## config.mk

```make
export PLATFORM = sky130hd
export DESIGN_NAME = avis_regs
export DESIGN_NICKNAME = d
export VERILOG_FILES = /design/src/hdl/avis_pkg.sv /design/src/hdl/avis_regs.sv
export VERILOG_INCLUDE_DIRS = /design/src /design/src/hdl
export SDC_FILE = /design/constraint.sdc
export NUM_CORES = 1
export LEC_CHECK = 0
export BUFFER_PORTS_ARGS = -buffer_cell sky130_fd_sc_hd__buf_4
export CELL_PAD_IN_SITES_DETAIL_PLACEMENT = 1
export CELL_PAD_IN_SITES_GLOBAL_PLACEMENT = 2
export CORE_MARGIN = 2
export CORE_UTILIZATION = 34
export CTS_CLUSTER_DIAMETER = 60
export CTS_CLUSTER_SIZE = 10
export DETAILED_ROUTE_END_ITERATION = 6
export GPL_TIMING_DRIVEN = 0
export PLACE_DENSITY_LB_ADDON = 0.1
export SKIP_CTS_REPAIR_TIMING = 1
export SYNTH_ARGS = -nofsm -noshare
export SYNTH_HDL_FRONTEND = slang
export SYNTH_SLANG_ARGS = --single-unit
```

## constraint.sdc

```tcl
create_clock -name core_clk -period 5 [get_ports core_clk]
set_clock_uncertainty 0.15 [all_clocks]
set_input_delay 0.25 -clock core_clk [delete_from_list [all_inputs] [get_ports core_clk]]
set_output_delay 0.25 -clock core_clk [all_outputs]
set_load 0.005 [all_outputs]
```

## src/hdl/avis_consts.svh

```systemverilog
`ifndef AVIS_CONSTS_SVH
`define AVIS_CONSTS_SVH

// ----------------------------------------
// register indexes (byte address = 4 * index)
// ----------------------------------------
`define AVIS_IDX_ADC_CTRL 8'h0F
`define AVIS_IDX_LGAIN 8'h10
`define AVIS_IDX_RGAIN 8'h11
`define AVIS_IDX_STATUS 8'h12
`define AVIS_IDX_IRQ_EN 8'h20
`define AVIS_IDX_POL 8'h21
`define AVIS_IDX_IRQ_STAT 8'h22
`define AVIS_IDX_IRQ_CLR 8'h23

// ----------------------------------------
// field positions and widths
// ----------------------------------------
`define AVIS_NEGATE_BIT 0
`define AVIS_COMMIT_BIT 8
`define AVIS_IRQ_BIT 12
`define AVIS_GAIN_W 8
`define AVIS_EV_W 12
`define AVIS_SAMPLE_W 24
`define AVIS_ADDR_W 10

// ----------------------------------------
// reset values
// ----------------------------------------
`define AVIS_GAIN_RST 8'hC0
`define AVIS_POL_RST 12'hFFF
`define AVIS_EN_RST 12'h000

`endif

```

## src/hdl/avis_pkg.sv

```systemverilog
`default_nettype none
`include "avis_consts.svh"

package avis_pkg;

  // ----------------------------------------
  // whole state of the register bank
  // ----------------------------------------
  typedef struct packed {
    logic ack;
    logic [31:0] rdata;
    logic [`AVIS_GAIN_W-1:0] hold_l;
    logic [`AVIS_GAIN_W-1:0] hold_r;
    logic [`AVIS_GAIN_W-1:0] act_l;
    logic [`AVIS_GAIN_W-1:0] act_r;
    logic negate;
    logic [`AVIS_EV_W-1:0] pol;
    logic [`AVIS_EV_W-1:0] en;
    logic [`AVIS_EV_W-1:0] flags;
    logic [`AVIS_EV_W-1:0] prev;
    logic [`AVIS_SAMPLE_W-1:0] samp;
  } avis_state_s;

endpackage : avis_pkg

`default_nettype wire

```

## src/hdl/avis_regs.sv

```systemverilog
// Notes on behaviour
// - right-adc negate bit 0, reset zero, negates right samples when set
// - left gain eight bits [7:0], resets to unity code
// - right gain eight bits [7:0] in its own register, resets to unity
// - writing one to bit 8 of either gain register commits both gains together
// - status bit 12 is read-only and shows the interrupt output
// - bit 11 latches temperature-good event at its polarity, write one clears
// - bit 10 latches bias short event at its polarity, write one clears
// - bit 9 latches bias current event at its polarity, write one clears
// - bit 8 latches loop-lock event at its polarity, write one clears
// - bits 7:0 latch pin events eight to one at polarity, write one clears
`default_nettype none
`include "avis_consts.svh"

module avis_regs
  import avis_pkg::*;
(
  // clock and reset
  input wire logic core_clk,
  input wire logic reset_n,
  // avalon-mm slave
  input wire logic [`AVIS_ADDR_W-1:0] avs_address,
  input wire logic avs_read,
  input wire logic avs_write,
  input wire logic [31:0] avs_writedata,
  input wire logic [3:0] avs_byteenable,
  output logic [31:0] avs_readdata,
  output logic avs_waitrequest,
  // event inputs
  input wire logic temp_good_in,
  input wire logic bias_short_in,
  input wire logic bias_current_in,
  input wire logic loop_locked_in,
  input wire logic [7:0] pin_event_in,
  // adc datapath
  input wire logic [`AVIS_SAMPLE_W-1:0] right_adc_sample_in,
  output logic [`AVIS_SAMPLE_W-1:0] right_adc_sample_out,
  output logic [`AVIS_GAIN_W-1:0] left_adc_gain_code,
  output logic [`AVIS_GAIN_W-1:0] right_adc_gain_code,
  // interrupt
  output logic irq
);

  // ----------------------------------------
  // state and decode
  // ----------------------------------------
  avis_state_s st;
  avis_state_s next_st;

  logic [7:0] idx;
  logic req;
  logic wr_acc;
  logic commit;
  logic [`AVIS_EV_W-1:0] ev_in;
  logic [`AVIS_EV_W-1:0] ev;
  logic [`AVIS_EV_W-1:0] clr;

  assign idx = avs_address[`AVIS_ADDR_W-1:2];
  assign req = avs_read | avs_write;
  // one wait cycle per access: readdata is captured in it
  assign avs_waitrequest = req & ~st.ack;
  assign wr_acc = avs_write & st.ack;
  assign ev_in = {temp_good_in, bias_short_in, bias_current_in, loop_locked_in, pin_event_in};
  assign commit = wr_acc & avs_byteenable[1] & avs_writedata[`AVIS_COMMIT_BIT]
    & (idx == `AVIS_IDX_LGAIN || idx == `AVIS_IDX_RGAIN);
  assign irq = |(st.flags & st.en);
  assign avs_readdata = st.rdata;
  assign right_adc_sample_out = st.samp;
  assign left_adc_gain_code = st.act_l;
  assign right_adc_gain_code = st.act_r;

  // ----------------------------------------
  // event detect: entry into the selected level
  // ----------------------------------------
  genvar g;
  generate
    for (g = 0; g < `AVIS_EV_W; g++) begin : g_ev
      // polarity 1 catches a rise, 0 a fall
      assign ev[g] = (ev_in[g] == st.pol[g]) && (st.prev[g] != st.pol[g]);
      // either the status word itself or the clear register clears a flag
      assign clr[g] = wr_acc && avs_byteenable[g / 8] && avs_writedata[g]
        && (idx == `AVIS_IDX_STATUS || idx == `AVIS_IDX_IRQ_CLR);
    end
  endgenerate

  // ----------------------------------------
  // next state
  // ----------------------------------------
  always_comb begin
    next_st = st;
    next_st.ack = req & ~st.ack;
    next_st.prev = ev_in;
    // a plain negate wraps the most negative code; acceptable for audio
    if (st.negate) begin
      next_st.samp = -right_adc_sample_in;
    end else begin
      next_st.samp = right_adc_sample_in;
    end
    // set beats clear in the same cycle
    next_st.flags = (st.flags & ~clr) | ev;
    if (avs_read & ~st.ack) begin
      unique case (idx)
        `AVIS_IDX_ADC_CTRL: next_st.rdata = {31'h0, st.negate};
        `AVIS_IDX_LGAIN: next_st.rdata = {24'h0, st.hold_l};
        `AVIS_IDX_RGAIN: next_st.rdata = {24'h0, st.hold_r};
        `AVIS_IDX_STATUS: next_st.rdata = {19'h0, irq, st.flags};
        `AVIS_IDX_IRQ_EN: next_st.rdata = {20'h0, st.en};
        `AVIS_IDX_POL: next_st.rdata = {20'h0, st.pol};
        `AVIS_IDX_IRQ_STAT: next_st.rdata = {20'h0, st.flags};
        default: next_st.rdata = 32'h0;
      endcase
    end
    if (wr_acc) begin
      unique case (idx)
        `AVIS_IDX_ADC_CTRL: begin
          if (avs_byteenable[0]) begin
            next_st.negate = avs_writedata[`AVIS_NEGATE_BIT];
          end
        end
        `AVIS_IDX_LGAIN: begin
          if (avs_byteenable[0]) begin
            next_st.hold_l = avs_writedata[`AVIS_GAIN_W-1:0];
          end
        end
        `AVIS_IDX_RGAIN: begin
          if (avs_byteenable[0]) begin
            next_st.hold_r = avs_writedata[`AVIS_GAIN_W-1:0];
          end
        end
        `AVIS_IDX_IRQ_EN: begin
          if (avs_byteenable[0]) begin
            next_st.en[7:0] = avs_writedata[7:0];
          end
          if (avs_byteenable[1]) begin
            next_st.en[11:8] = avs_writedata[11:8];
          end
        end
        `AVIS_IDX_POL: begin
          if (avs_byteenable[0]) begin
            next_st.pol[7:0] = avs_writedata[7:0];
          end
          if (avs_byteenable[1]) begin
            next_st.pol[11:8] = avs_writedata[11:8];
          end
        end
        default: begin
        end
      endcase
    end
    // commit takes the holding value including this very write
    if (commit) begin
      next_st.act_l = next_st.hold_l;
      next_st.act_r = next_st.hold_r;
    end
  end

  // ----------------------------------------
  // state register
  // ----------------------------------------
  always_ff @(posedge core_clk) begin
    if (!reset_n) begin
      st <= '0;
      st.hold_l <= `AVIS_GAIN_RST;
      st.hold_r <= `AVIS_GAIN_RST;
      st.act_l <= `AVIS_GAIN_RST;
      st.act_r <= `AVIS_GAIN_RST;
      st.pol <= `AVIS_POL_RST;
      st.en <= `AVIS_EN_RST;
      st.prev <= `AVIS_POL_RST;
    end else begin
      st <= next_st;
    end
  end
endmodule : avis_regs

`default_nettype wire

```

==> results of run 1 <==
[synthesized netlist by cell type, types with 13 or more instances]
cell type / number / area (um^2)
sky130_fd_sc_hd__a21boi_1: 13 / 97.6
sky130_fd_sc_hd__xnor2_1: 22 / 193
sky130_fd_sc_hd__and2_1: 24 / 150
sky130_fd_sc_hd__nand2b_1: 14 / 87.6
sky130_fd_sc_hd__a22oi_1: 14 / 105
sky130_fd_sc_hd__mux2i_1: 45 / 450
sky130_fd_sc_hd__buf_4: 72 / 541
sky130_fd_sc_hd__nor2b_1: 38 / 238
sky130_fd_sc_hd__clkbuf_1: 21 / 78.8
sky130_fd_sc_hd__dfxtp_1: 119 / 2380
sky130_fd_sc_hd__nand2_1: 64 / 240
sky130_fd_sc_hd__nor2_1: 35 / 131
sky130_fd_sc_hd__a21oi_1: 16 / 80.1
[power breakdown]
group | switching (mW) | internal (mW)
logic | 0.104 | 0.121
clock network | 0.449 | 0.776
registers | 0.0121 | 0.971
total | 0.564 | 1.87
[final cells by class]
class | instances | area, um^2 | share of cell area [%]
Buffer | 102 | 671 | 8.40
Clock buffer | 18 | 429 | 5.37
Clock inverter | 14 | 159 | 1.99
Inverter | 12 | 45.0 | 0.564
Multi-Input combinational cell | 440 | 2920 | 36.6
Sequential cell | 119 | 2380 | 29.8
Tap cell | 225 | 282 | 3.53
Timing Repair Buffer | 138 | 1100 | 13.7
[worst max-delay path, delay by kind of cell, from the launching register on]
kind                   cells  cell delay [ps]
flip-flops                 1              380
multiplexers               1              450
buffers and inverters      1              300
AO/OA/AOI/OAI              1              140
AND/OR/NAND/NOR            3              850
[registers in the layout, summed over array words and instances, names as in the netlist]
register / flops
st: 66
right_adc_sample_out: 24
avs_readdata: 13
left_adc_gain_code: 8
right_adc_gain_code: 8
[worst max-delay path by stage]
stage,startpoint,endpoint,slack (ps),depth (start not counted)
global placement,avs_address[7],left_adc_gain_code[0],2440,6
CTS,st[137],left_adc_gain_code[0],2630,6
detailed placement,avs_address[7],left_adc_gain_code[0],2420,6
global route,st[137],left_adc_gain_code[0],2410,6
floorplan,avs_address[2],left_adc_gain_code[0],3100,6
finish,st[137],left_adc_gain_code[0],2630,6
[logic make-up (layout without fill, tap and decap cells)]
family / count (synthesis) / count (layout) / share of synthesized area, %
DFF: 119 / 119 / 40.0
other: 1 / 19 / 0.0630
AOI/OAI and AO/OA: 129 / 129 / 15.9
muxes: 46 / 46 / 7.95
xor gates and xnor gates: 23 / 23 / 3.38
and+or+nand+nor: 222 / 222 / 20.5
buffers and inverters: 114 / 284 / 12.0
adders and majority gates: 1 / 1 / 0.210
[metal layers]
| layer | vias to the layer above | share of wire [%] |
|---|---|---|
| li1 | 2539 | - |
| met1 | 2483 | 47 |
| met2 | 112 | 48 |
| met3 | 12 | 4.7 |
| met4 | 0 | 0.91 |
| met5 | - | 0 |
==> impl_results.html, run 1 <==
<table>
<tr><th>Metric</th><th>Value</th></tr>
<tr><th colspan="2">Outcome</th></tr>
<tr><td>Outcome</td><td>finished, final reports clean</td></tr>
<tr><th colspan="2">Pwr</th></tr>
<tr><td>Power per cell area</td><td>about 300 nW/um^2</td></tr>
<tr><td>Leak</td><td>about 3.8 nW</td></tr>
<tr><td>Total power draw</td><td>~2.4 mW</td></tr>
<tr><td>VDD IR-drop max</td><td>roughly 0.00023 V</td></tr>
<tr><th colspan="2">Die</th></tr>
<tr><td>Initial core utilization</td><td>34.7%</td></tr>
<tr><td>Area of the core</td><td>roughly 17000 um^2</td></tr>
<tr><td>Number of rows created at floorplan</td><td>48</td></tr>
<tr><td>Die area</td><td>18600 um^2</td></tr>
<tr><td>Io pins</td><td>160</td></tr>
<tr><td>Die Span X</td><td>between 100 and 150 um</td></tr>
<tr><td>Die H</td><td>136 um</td></tr>
<tr><th colspan="2">Setup path</th></tr>
<tr><td>WS Path Type</td><td>reg -&gt; reg</td></tr>
<tr><td>Critical Path, Cell by Cell</td><td>and3_1 &gt; clkbuf_1 &gt; nand3_1 &gt; mux2i_1 &gt; nand2_1 &gt; o211a_1</td></tr>
<tr><td>Path depth of the worst reg2reg path</td><td>6</td></tr>
<tr><td>Category of the worst setup path capture point</td><td>flip-flop</td></tr>
<tr><td>Crit path launch type</td><td>flip-flop</td></tr>
<tr><td>Cell type of the slowest stage on the worst timing path</td><td>sky130_fd_sc_hd__nand3_1</td></tr>
<tr><td>CP arrival</td><td>between 2000 and 3000 ps</td></tr>
<tr><td>Req. time, crit path</td><td>just over 5000 ps</td></tr>
<tr><td>Launch instance of the worst register-to-register path</td><td>st[137]</td></tr>
<tr><td>RR Endpoint</td><td>left_adc_gain_code[0]</td></tr>
<tr><td>Crit path largest cell delay</td><td>about 570 ps</td></tr>
<tr><td>Slack of the worst reg-to-reg path</td><td>around 2600 ps</td></tr>
<tr><td>Highest net fanout along the worst path</td><td>10</td></tr>
<tr><th colspan="2">Placement</th></tr>
<tr><td>Placed Cells</td><td>1012</td></tr>
<tr><td>Last weighted congestion value of the routability-driven placer</td><td>0.864</td></tr>
<tr><td>Worst setup slack before clock tree synthesis</td><td>around 2400 ps</td></tr>
<tr><td>Count of input and output buffers</td><td>around 110</td></tr>
<tr><td>Total placed instance area</td><td>roughly 7200 um^2</td></tr>
<tr><td>Half-perimeter wire length after placement</td><td>13.6 mm</td></tr>
<tr><th colspan="2">Finish</th></tr>
<tr><td>Most frequent cells in the layout</td><td>sky130_fd_sc_hd__buf_4 (186), sky130_fd_sc_hd__dfxtp_1 (119), sky130_fd_sc_hd__nand2_1 (64)</td></tr>
<tr><td>FILL cells</td><td>roughly 2000</td></tr>
<tr><td>Post-route design area</td><td>7990 um^2</td></tr>
<tr><td>Layout cell share with drive strength beyond 1</td><td>about 29%</td></tr>
<tr><td>Final #Nets</td><td>~920</td></tr>
<tr><td>Antenna diode count</td><td>0</td></tr>
<tr><td>Most common cell after layout, fill and taps aside</td><td>sky130_fd_sc_hd__buf_4</td></tr>
<tr><td>Non-Filler Instances</td><td>approximately 1100</td></tr>
<tr><td>Area growth from synthesis to layout</td><td>34.2%</td></tr>
<tr><td>Utilization of the core after routing</td><td>between 40 and 50%</td></tr>
<tr><th colspan="2">Drt</th></tr>
<tr><td>Iter 0 DRT Violations</td><td>214</td></tr>
<tr><td>Detailed Route WL</td><td>17.8 mm</td></tr>
<tr><td>Via Count</td><td>approximately 5100</td></tr>
<tr><td>Average wire per standard cell</td><td>between 15 and 20 um</td></tr>
<tr><td>DRC</td><td>0</td></tr>
<tr><td>Antenna-violating nets left</td><td>0</td></tr>
<tr><td>Number of detailed-route iterations in the first pass</td><td>4</td></tr>
<tr><td>Drt via density</td><td>4.82</td></tr>
<tr><th colspan="2">CTS</th></tr>
<tr><td>Clock transition at the registers of the reported paths</td><td>~60 ps</td></tr>
<tr><td>Number of H-tree levels</td><td>4</td></tr>
<tr><td>Worst skew pair latency</td><td>approximately 430 ps</td></tr>
<tr><td>Total clock buffers created by CTS</td><td>17</td></tr>
<tr><td>Clk Tree Root Cell</td><td>sky130_fd_sc_hd__clkbuf_16</td></tr>
<tr><td>TritonCTS clock tree</td><td>yes</td></tr>
<tr><td>Number of sinks handled by clock tree synthesis</td><td>around 120</td></tr>
<tr><td>Worst-case clock buffer depth</td><td>2</td></tr>
<tr><th colspan="2">Worst hold path</th></tr>
<tr><td>Hold Path Origin</td><td>avs_writedata[3]</td></tr>
<tr><td>End point of the most critical hold path</td><td>st[51]</td></tr>
<tr><td>Count of cells along the worst hold path</td><td>3</td></tr>
<tr><td>Kind of path behind the tightest hold check</td><td>in -&gt; reg</td></tr>
<tr><th colspan="2">Yosys</th></tr>
<tr><td>Synth Flop Type</td><td>sky130_fd_sc_hd__dfxtp_1</td></tr>
<tr><td>Synthesis Warnings</td><td>0</td></tr>
<tr><td>Mean Syn Cell Area</td><td>~9.1 um^2</td></tr>
<tr><td>Count of mapped cells out of synthesis</td><td>between 600 and 700</td></tr>
<tr><td>Register bit total from synthesis</td><td>approximately 120</td></tr>
<tr><td>Cell Area, Synth</td><td>between 5000 and 6000 um^2</td></tr>
<tr><td>Number of enable-type register cells in the synthesized netlist</td><td>0</td></tr>
<tr><td>Part of the Yosys area used for sequential elements</td><td>around two fifths</td></tr>
<tr><td>Synth unique cells</td><td>51</td></tr>
<tr><td>Share of flip-flops with an asynchronous set or reset after synthesis</td><td>0%</td></tr>
<tr><th colspan="2">STA</th></tr>
<tr><td>Final number of setup-violating endpoints</td><td>0</td></tr>
<tr><td>Setup repair after global routing missed its margin</td><td>false</td></tr>
<tr><td>Shortest period the worst path allows</td><td>between 2000 and 2500 ps</td></tr>
<tr><td>Tightest hold margin</td><td>roughly 2.1 ps</td></tr>
<tr><td>Crit share post-route</td><td>about 47%</td></tr>
<tr><td>Final hold vios</td><td>0</td></tr>
<tr><td>Sum Neg Setup Slack</td><td>0 ps</td></tr>
<tr><td>Pin slew with the least headroom to its limit</td><td>between 600 and 700 ps</td></tr>
<tr><td>Fin. max-slew vios</td><td>0</td></tr>
<tr><td>Max Clock Freq</td><td>~420 MHz</td></tr>
<tr><td>Worst Setup Slack, final</td><td>between 2000 and 3000 ps</td></tr>
<tr><td>Max-Slew Margin vs Limit</td><td>between 50 and 60%</td></tr>
<tr><th colspan="2">GRT</th></tr>
<tr><td>Met2 track utilization from global routing</td><td>about a third</td></tr>
<tr><td>GR Util All Layers</td><td>19.8%</td></tr>
<tr><td>Largest net degree at the start of global routing</td><td>17</td></tr>
<tr><td>Number of global-route vias before repair</td><td>between 5000 and 6000</td></tr>
<tr><td>Gr busiest metal</td><td>met2</td></tr>
<tr><td>Global-route track usage on met3</td><td>approximately 4.6%</td></tr>
<tr><td>Sum of overflow across all layers after global routing</td><td>0</td></tr>
<tr><td>Antenna violations before repair</td><td>0</td></tr>
<tr><td>Met1 demand-to-capacity share in global routing</td><td>26.4%</td></tr>
<tr><td>Wire length of the first global-routing pass</td><td>about 28 mm</td></tr>
<tr><th colspan="2">Flow run</th></tr>
<tr><td>Number of maximum-capacitance violations</td><td>0</td></tr>
</table>
Note: power is estimated with default switching activity, not from simulation.
==> run 2, diff against run 1 <==
Settings changed: CORE_UTILIZATION 34 to 31.
Clock period 5 ns to 2.3 ns, I/O delays scaled along.
==> impl_results.html, run 2 (same netlist as run 1, synthesis figures left out) <==
<table>
<tr><th>Metric</th><th>Value</th></tr>
<tr><th colspan="2">STA</th></tr>
<tr><td>Setup repair after global routing missed its margin</td><td>false</td></tr>
<tr><td>Crit share post-route</td><td>about 94%</td></tr>
<tr><td>Sum Neg Setup Slack</td><td>0 ps</td></tr>
<tr><td>Max Clock Freq</td><td>between 400 and 500 MHz</td></tr>
<tr><td>Shortest period the worst path allows</td><td>2150 ps</td></tr>
<tr><td>Final hold vios</td><td>2</td></tr>
<tr><td>Tightest hold margin</td><td>-19.2 ps</td></tr>
<tr><td>Fin. max-slew vios</td><td>0</td></tr>
<tr><td>Final number of setup-violating endpoints</td><td>0</td></tr>
<tr><td>Max-Slew Margin vs Limit</td><td>slightly below 60%</td></tr>
<tr><td>Pin slew with the least headroom to its limit</td><td>631 ps</td></tr>
<tr><th colspan="2">Placement</th></tr>
<tr><td>Half-perimeter wire length after placement</td><td>about 14 mm</td></tr>
<tr><td>Count of input and output buffers</td><td>114</td></tr>
<tr><td>Last weighted congestion value of the routability-driven placer</td><td>between 0.8 and 0.9</td></tr>
<tr><th colspan="2">Drt</th></tr>
<tr><td>Number of detailed-route iterations in the first pass</td><td>4</td></tr>
<tr><td>Highest routed layer</td><td>met4</td></tr>
<tr><td>DRC</td><td>0</td></tr>
<tr><td>Average wire per standard cell</td><td>16.7 um</td></tr>
<tr><td>Routed metal-1 wirelength</td><td>roughly 8.4 mm</td></tr>
<tr><td>Detailed Route WL</td><td>approximately 18 mm</td></tr>
<tr><td>Antenna-violating nets left</td><td>0</td></tr>
<tr><td>Via Count</td><td>approximately 5200</td></tr>
<tr><td>Drt via density</td><td>around 4.7</td></tr>
<tr><td>Metal2 WL</td><td>between 8 and 9 mm</td></tr>
<tr><td>Iter 0 DRT Violations</td><td>200</td></tr>
<tr><td>Amount of wire on met3 after detailed routing</td><td>918 um</td></tr>
<tr><th colspan="2">Pwr</th></tr>
<tr><td>Clock group share of total power</td><td>a little under 50%</td></tr>
<tr><td>Leak</td><td>slightly below 4 nW</td></tr>
<tr><td>Power per cell area</td><td>634 nW/um^2</td></tr>
<tr><td>Power dissipated by switching net loads</td><td>approximately 1.2 mW</td></tr>
<tr><td>VDD IR-drop max</td><td>~0.00052 V</td></tr>
<tr><td>Switching Share</td><td>a little under a quarter</td></tr>
<tr><td>Internal power</td><td>about 4.0 mW</td></tr>
<tr><td>Comb pwr share</td><td>10.1%</td></tr>
<tr><td>Register share of total power</td><td>between 40% and 50%</td></tr>
<tr><th colspan="2">Setup path</th></tr>
<tr><td>CP Launch Point</td><td>st[137]</td></tr>
<tr><td>Path depth of the worst reg2reg path</td><td>6</td></tr>
<tr><td>Critical Path, Cell by Cell</td><td>and3_1 &gt; nor2b_1 &gt; nand3_1 &gt; buf_2 &gt; nand2_1 &gt; o211ai_1</td></tr>
<tr><td>Highest net fanout along the worst path</td><td>10</td></tr>
<tr><td>Req. time, crit path</td><td>around 2400 ps</td></tr>
<tr><td>Slack of the worst reg-to-reg path</td><td>approximately 150 ps</td></tr>
<tr><td>Category of the worst setup path capture point</td><td>flip-flop</td></tr>
<tr><td>Cell type of the slowest stage on the worst timing path</td><td>sky130_fd_sc_hd__and3_1</td></tr>
<tr><td>RR Endpoint</td><td>st[66]</td></tr>
<tr><td>Crit path largest cell delay</td><td>approximately 380 ps</td></tr>
<tr><td>CP Capture Point</td><td>st[66]</td></tr>
<tr><td>CP arrival</td><td>2260 ps</td></tr>
<tr><td>Crit path launch type</td><td>flip-flop</td></tr>
<tr><td>WS Path Type</td><td>reg -&gt; reg</td></tr>
<tr><td>Launch instance of the worst register-to-register path</td><td>st[137]</td></tr>
<tr><th colspan="2">GRT</th></tr>
<tr><td>GR Util All Layers</td><td>~18%</td></tr>
<tr><td>Number of global-route vias before repair</td><td>between 5000 and 6000</td></tr>
<tr><td>Largest net degree at the start of global routing</td><td>17</td></tr>
<tr><td>Sum of overflow across all layers after global routing</td><td>0</td></tr>
<tr><td>Wire length of the first global-routing pass</td><td>28.0 mm</td></tr>
<tr><td>Antenna violations before repair</td><td>0</td></tr>
<tr><th colspan="2">Die</th></tr>
<tr><td>Die Span X</td><td>between 100 and 150 um</td></tr>
<tr><td>Io pins</td><td>160</td></tr>
<tr><td>Die H</td><td>between 100 and 150 um</td></tr>
<tr><td>Die area</td><td>around 20000 um^2</td></tr>
<tr><td>Number of rows created at floorplan</td><td>50</td></tr>
<tr><td>Area of the core</td><td>18800 um^2</td></tr>
<tr><td>Initial core utilization</td><td>about a third</td></tr>
<tr><th colspan="2">Finish</th></tr>
<tr><td>Register name with the most flops</td><td>st</td></tr>
<tr><td>FILL cells</td><td>between 2000 and 2500</td></tr>
<tr><td>Flip-flop count of the largest register, all copies and words added</td><td>66</td></tr>
<tr><td>Sequential Area</td><td>2380 um^2</td></tr>
<tr><td>Most common cell after layout, fill and taps aside</td><td>sky130_fd_sc_hd__buf_4</td></tr>
<tr><td>Area growth from synthesis to layout</td><td>38.7%</td></tr>
<tr><td>Utilization of the core after routing</td><td>between 40% and 50%</td></tr>
<tr><td>Final #Nets</td><td>approximately 940</td></tr>
<tr><td>Area used by multi-input combinational logic</td><td>~3000 um^2</td></tr>
<tr><td>Most frequent cells in the layout</td><td>sky130_fd_sc_hd__buf_4 (186), sky130_fd_sc_hd__dfxtp_1 (119), sky130_fd_sc_hd__nand2_1 (64)</td></tr>
<tr><td>Layout cell share with drive strength beyond 1</td><td>~28%</td></tr>
<tr><td>Antenna diode count</td><td>0</td></tr>
<tr><th colspan="2">CTS</th></tr>
<tr><td>Worst-case clock buffer depth</td><td>2</td></tr>
<tr><td>Total clock buffers created by CTS</td><td>17</td></tr>
<tr><td>Clock transition at the registers of the reported paths</td><td>50 ps</td></tr>
<tr><td>TritonCTS clock tree</td><td>yes</td></tr>
<tr><td>Clk Tree Root Cell</td><td>sky130_fd_sc_hd__clkbuf_16</td></tr>
<tr><td>Number of H-tree levels</td><td>4</td></tr>
<tr><td>Worst skew pair latency</td><td>slightly above 400 ps</td></tr>
<tr><td>Number of sinks handled by clock tree synthesis</td><td>approximately 120</td></tr>
<tr><th colspan="2">Outcome</th></tr>
<tr><td>Outcome</td><td>finished with violations</td></tr>
<tr><td>Violations in the final reports</td><td>hold timing</td></tr>
<tr><th colspan="2">Flow run</th></tr>
<tr><td>Number of maximum-capacitance violations</td><td>0</td></tr>
<tr><th colspan="2">Worst hold path</th></tr>
<tr><td>Kind of path behind the tightest hold check</td><td>in -&gt; reg</td></tr>
</table>
run 2: changes by cell type in the layout (fill, tap and decap cells not counted), sizes merged:
cell	previous run	this run
dlygate4sd3	24	52
clkbuf	39	42
bufinv	3	2
clkinvlp	4	1
run 2: critical path: cells and delay by family (launching register included):
family / cells / cell delay (ps)
and+or+nand+nor: 4 / 1040
DFF: 1 / 370
buffers and inverters: 1 / 340
AOI/OAI and AO/OA: 1 / 100
run 2: routing by layer:
| layer | up-vias | track usage [%] |
|---|---|---|
| met1 | 2496 | 23.7 |
| li1 | 2588 | - |
| met3 | 15 | 3.70 |
| met2 | 106 | 30.6 |
| met4 | 0 | 4.74 |
| met5 | - | 0 |
run 2: metrics by stage:
stage               cells  power (mW)  instance area [um^2]  hold slack [ps]  worst slack (ps)
global placement     1021        2.63                  7170              167              -148
detailed placement   1021        2.64                  7170              172             -93.1
global route         1104        5.46                  8260             5.86              10.5
finish               1104        5.23                  8260            -19.2               145
CTS                  1053        5.22                  7730             -260             -93.7
floorplan             673        2.41                  6020             66.5               539
run 2: worst min-delay path by stage:
| stage | startpoint | endpoint | slack [ps] | cells past startpoint |
|---|---|---|---|---|
| after CTS | pin_event_in[5] | st[29] | -260 | 2 |
| after floorplan | pin_event_in[0] | st[24] | 70 | 1 |
| after global routing | avs_write | st[137] | 6 | 4 |
| final | avs_write | st[137] | -20 | 4 |
| after global placement | pin_event_in[5] | st[29] | 170 | 2 |
| after detailed placement | pin_event_in[0] | st[24] | 170 | 2 |
run 2: final cells by class:
| class | instances | share of cell area [%] |
|---|---|---|
| Buffer | 101 | 8.08 |
| Clock inverter | 10 | 1.24 |
| Multi-Input combinational cell | 440 | 35.4 |
| Timing Repair Buffer | 166 | 16.7 |
| Inverter | 12 | 0.546 |
| Tap cell | 234 | 3.55 |
| Clock buffer | 22 | 5.62 |
| Sequential cell | 119 | 28.9 |
run 2: power groups by stage:
stage / Clock (mW) / Sequential, mW / Combinational [mW]
finish: 2.57 / 2.14 / 0.527
global route: 2.74 / 2.14 / 0.577
detailed placement: 0 / 2.18 / 0.458
floorplan: 0 / 2.17 / 0.239
CTS: 2.63 / 2.14 / 0.461
global placement: 0 / 2.18 / 0.449
==> run 3, diff against run 2 <==
Settings changed: BUFFER_PORTS_ARGS -buffer_cell sky130_fd_sc_hd__buf_4 to -buffer_cell sky130_fd_sc_hd__clkbuf_2.
==> impl_results.html, run 3 (same netlist as run 1, synthesis figures left out) <==
<table>
<tr><th>Metric</th><th>Value</th></tr>
<tr><th colspan="2">Setup path</th></tr>
<tr><td>Highest net fanout along the worst path</td><td>6</td></tr>
<tr><td>Critical Path, Cell by Cell</td><td>dlygate4sd3_1 &gt; clkbuf_2 &gt; nor4_2 &gt; nand4_1 &gt; o41ai_1 &gt; xnor2_1 &gt; and2_1</td></tr>
<tr><td>Category of the worst setup path capture point</td><td>flip-flop</td></tr>
<tr><td>Slack of the worst reg-to-reg path</td><td>around 150 ps</td></tr>
<tr><td>Crit path launch type</td><td>input pin</td></tr>
<tr><td>Kind of cell adding the most delay to the critical path</td><td>simple AND/OR/NAND/NOR gates</td></tr>
<tr><td>Launch instance of the worst register-to-register path</td><td>st[137]</td></tr>
<tr><td>Req. time, crit path</td><td>between 2000 and 2500 ps</td></tr>
<tr><td>Cell type of the slowest stage on the worst timing path</td><td>sky130_fd_sc_hd__dlygate4sd3_1</td></tr>
<tr><td>Path depth of the worst reg2reg path</td><td>6</td></tr>
<tr><td>RR Endpoint</td><td>st[66]</td></tr>
<tr><td>WS Path Type</td><td>in -&gt; reg</td></tr>
<tr><td>CP arrival</td><td>approximately 2300 ps</td></tr>
<tr><td>Number of buffers and inverters on the critical path</td><td>2</td></tr>
<tr><td>Crit path largest cell delay</td><td>540 ps</td></tr>
<tr><th colspan="2">Finish</th></tr>
<tr><td>Final #Nets</td><td>940</td></tr>
<tr><td>Area used by multi-input combinational logic</td><td>just under 3000 um^2</td></tr>
<tr><td>Sequential Area</td><td>around 2400 um^2</td></tr>
<tr><td>FILL cells</td><td>about 2200</td></tr>
<tr><td>Register name with the most flops</td><td>st</td></tr>
<tr><td>Post-route design area</td><td>roughly 8000 um^2</td></tr>
<tr><td>Layout cell share with drive strength beyond 1</td><td>between 20% and 30%</td></tr>
<tr><td>Non-Filler Instances</td><td>1100</td></tr>
<tr><td>Most common cell after layout, fill and taps aside</td><td>sky130_fd_sc_hd__dfxtp_1</td></tr>
<tr><td>Utilization of the core after routing</td><td>42.4%</td></tr>
<tr><td>Flip-flop count of the largest register, all copies and words added</td><td>66</td></tr>
<tr><td>Most frequent cells in the layout</td><td>sky130_fd_sc_hd__dfxtp_1 (119), sky130_fd_sc_hd__clkbuf_2 (114), sky130_fd_sc_hd__buf_4 (72)</td></tr>
<tr><td>Area growth from synthesis to layout</td><td>33.8%</td></tr>
<tr><th colspan="2">CTS</th></tr>
<tr><td>Clock transition at the registers of the reported paths</td><td>around 50 ps</td></tr>
<tr><td>Total clock buffers created by CTS</td><td>17</td></tr>
<tr><td>Number of sinks handled by clock tree synthesis</td><td>119</td></tr>
<tr><td>Clk Tree Root Cell</td><td>sky130_fd_sc_hd__clkbuf_16</td></tr>
<tr><td>Worst-case clock buffer depth</td><td>2</td></tr>
<tr><td>Worst skew pair latency</td><td>about 420 ps</td></tr>
<tr><td>Number of H-tree levels</td><td>4</td></tr>
<tr><td>TritonCTS clock tree</td><td>yes</td></tr>
<tr><th colspan="2">Flow run</th></tr>
<tr><td>Number of maximum-capacitance violations</td><td>0</td></tr>
<tr><th colspan="2">GRT</th></tr>
<tr><td>Largest net degree at the start of global routing</td><td>17</td></tr>
<tr><td>Global-route track usage on met3</td><td>about 3.4%</td></tr>
<tr><td>Antenna violations before repair</td><td>1</td></tr>
<tr><td>Met1 demand-to-capacity share in global routing</td><td>a little under a quarter</td></tr>
<tr><td>Wire length of the first global-routing pass</td><td>28.0 mm</td></tr>
<tr><td>Number of global-route vias before repair</td><td>roughly 5300</td></tr>
<tr><td>Sum of overflow across all layers after global routing</td><td>0</td></tr>
<tr><td>Met2 track utilization from global routing</td><td>between 30% and 40%</td></tr>
<tr><td>GR Util All Layers</td><td>a little under a fifth</td></tr>
<tr><td>Gr busiest metal</td><td>met2</td></tr>
<tr><th colspan="2">Placement</th></tr>
<tr><td>Total placed instance area</td><td>between 6000 and 7000 um^2</td></tr>
<tr><td>Half-perimeter wire length after placement</td><td>~14 mm</td></tr>
<tr><td>Last weighted congestion value of the routability-driven placer</td><td>about 0.88</td></tr>
<tr><td>Worst setup slack before clock tree synthesis</td><td>-221 ps</td></tr>
<tr><td>Count of input and output buffers</td><td>~110</td></tr>
<tr><td>Placed Cells</td><td>between 1000 and 1500</td></tr>
<tr><th colspan="2">STA</th></tr>
<tr><td>Pin slew with the least headroom to its limit</td><td>between 600 and 700 ps</td></tr>
<tr><td>Crit share post-route</td><td>~95%</td></tr>
<tr><td>Worst Setup Slack, final</td><td>between 100 and 150 ps</td></tr>
<tr><td>Shortest period the worst path allows</td><td>around 2200 ps</td></tr>
<tr><td>Max Clock Freq</td><td>~460 MHz</td></tr>
<tr><td>Tightest hold margin</td><td>-38.5 ps</td></tr>
<tr><td>Final hold vios</td><td>1</td></tr>
<tr><td>Sum Neg Setup Slack</td><td>0 ps</td></tr>
<tr><td>Max-Slew Margin vs Limit</td><td>a little over half</td></tr>
<tr><td>Final number of setup-violating endpoints</td><td>0</td></tr>
<tr><td>Fin. max-slew vios</td><td>0</td></tr>
<tr><th colspan="2">Worst hold path</th></tr>
<tr><td>Count of cells along the worst hold path</td><td>4</td></tr>
<tr><td>Hold Path Origin</td><td>avs_write</td></tr>
<tr><td>Kind of path behind the tightest hold check</td><td>in -&gt; reg</td></tr>
<tr><td>End point of the most critical hold path</td><td>st[137]</td></tr>
<tr><th colspan="2">Drt</th></tr>
<tr><td>Average wire per standard cell</td><td>about 16 um</td></tr>
<tr><td>Antenna-violating nets left</td><td>0</td></tr>
<tr><td>Number of detailed-route iterations in the first pass</td><td>4</td></tr>
<tr><td>Drt via density</td><td>about 4.7</td></tr>
<tr><td>DRC</td><td>0</td></tr>
<tr><td>Via Count</td><td>around 5200</td></tr>
<tr><td>Iter 0 DRT Violations</td><td>around 150</td></tr>
<tr><td>Detailed Route WL</td><td>approximately 18 mm</td></tr>
<tr><th colspan="2">Pwr</th></tr>
<tr><td>Power per cell area</td><td>666 nW/um^2</td></tr>
<tr><td>Leak</td><td>~3.8 nW</td></tr>
<tr><td>VDD IR-drop max</td><td>roughly 0.0005 V</td></tr>
<tr><td>Total power draw</td><td>around 5.3 mW</td></tr>
<tr><th colspan="2">Outcome</th></tr>
<tr><td>Violations in the final reports</td><td>hold timing</td></tr>
<tr><td>Outcome</td><td>finished with violations</td></tr>
<tr><th colspan="2">Die</th></tr>
<tr><td>Die area</td><td>roughly 20000 um^2</td></tr>
<tr><td>Area of the core</td><td>between 15000 and 20000 um^2</td></tr>
<tr><td>Number of rows created at floorplan</td><td>50</td></tr>
<tr><td>Die H</td><td>roughly 140 um</td></tr>
<tr><td>Initial core utilization</td><td>31.7%</td></tr>
<tr><td>Io pins</td><td>160</td></tr>
<tr><td>Die Span X</td><td>between 100 and 150 um</td></tr>
</table>
run 3: changes by cell type in the layout (fill, tap and decap cells not counted):
cell | previous run | this run
sky130_fd_sc_hd__clkbuf_2 | 0 | 114
sky130_fd_sc_hd__buf_4 | 186 | 72
sky130_fd_sc_hd__clkinv_2 | 7 | 6
sky130_fd_sc_hd__diode_2 | 0 | 1
sky130_fd_sc_hd__bufinv_16 | 2 | 3
sky130_fd_sc_hd__dlygate4sd3_1 | 52 | 48
sky130_fd_sc_hd__clkbuf_1 | 23 | 22
sky130_fd_sc_hd__nand4_2 | 2 | 1
sky130_fd_sc_hd__nand4_4 | 0 | 1
run 3: how the worst max path moves through the flow:
| stage | startpoint | to | slack, ps | depth (start not counted) |
|---|---|---|---|---|
| detailed placement | avs_address[7] | left_adc_gain_code[0] | -220 | 6 |
| CTS | st[137] | left_adc_gain_code[0] | -170 | 6 |
| floorplan | avs_address[2] | left_adc_gain_code[0] | 540 | 6 |
| global placement | avs_address[7] | left_adc_gain_code[0] | -180 | 6 |
| global route | right_adc_sample_in[5] | right_adc_sample_out[17] | -110 | 7 |
| finish | right_adc_sample_in[5] | right_adc_sample_out[17] | 120 | 7 |
run 3: power breakdown:
group,switching [mW],leakage [nW],internal (mW),total [mW]
logic,0.232,2.53,0.246,0.479
clock network,0.947,0.292,1.74,2.69
registers,0.0266,0.971,2.11,2.14
total,1.21,3.79,4.10,5.30
run 3: layer usage:
layer	vias to the layer above	share of wire, %
li1	2578	-
met1	2508	48
met2	111	48
met3	20	3.3
met4	0	1.7
met5	-	0
run 3: area by class of cell:
cell class | count | share of cell area, %
Multi-Input combinational cell | 440 | 36.9
Sequential cell | 119 | 29.9
Timing Repair Buffer | 162 | 13.2
Buffer | 101 | 8.37
Clock buffer | 21 | 5.78
Tap cell | 234 | 3.68
Clock inverter | 10 | 1.60
Inverter | 12 | 0.566
Antenna cell | 1 | 0.0314
run 3: worst register-to-register path: cells and delay by family (launching register included):
family	cells	cell delay [ps]
and+or+nand+nor	4	1070
AOI/OAI and AO/OA	1	80
DFF	1	380
buffers and inverters	1	340
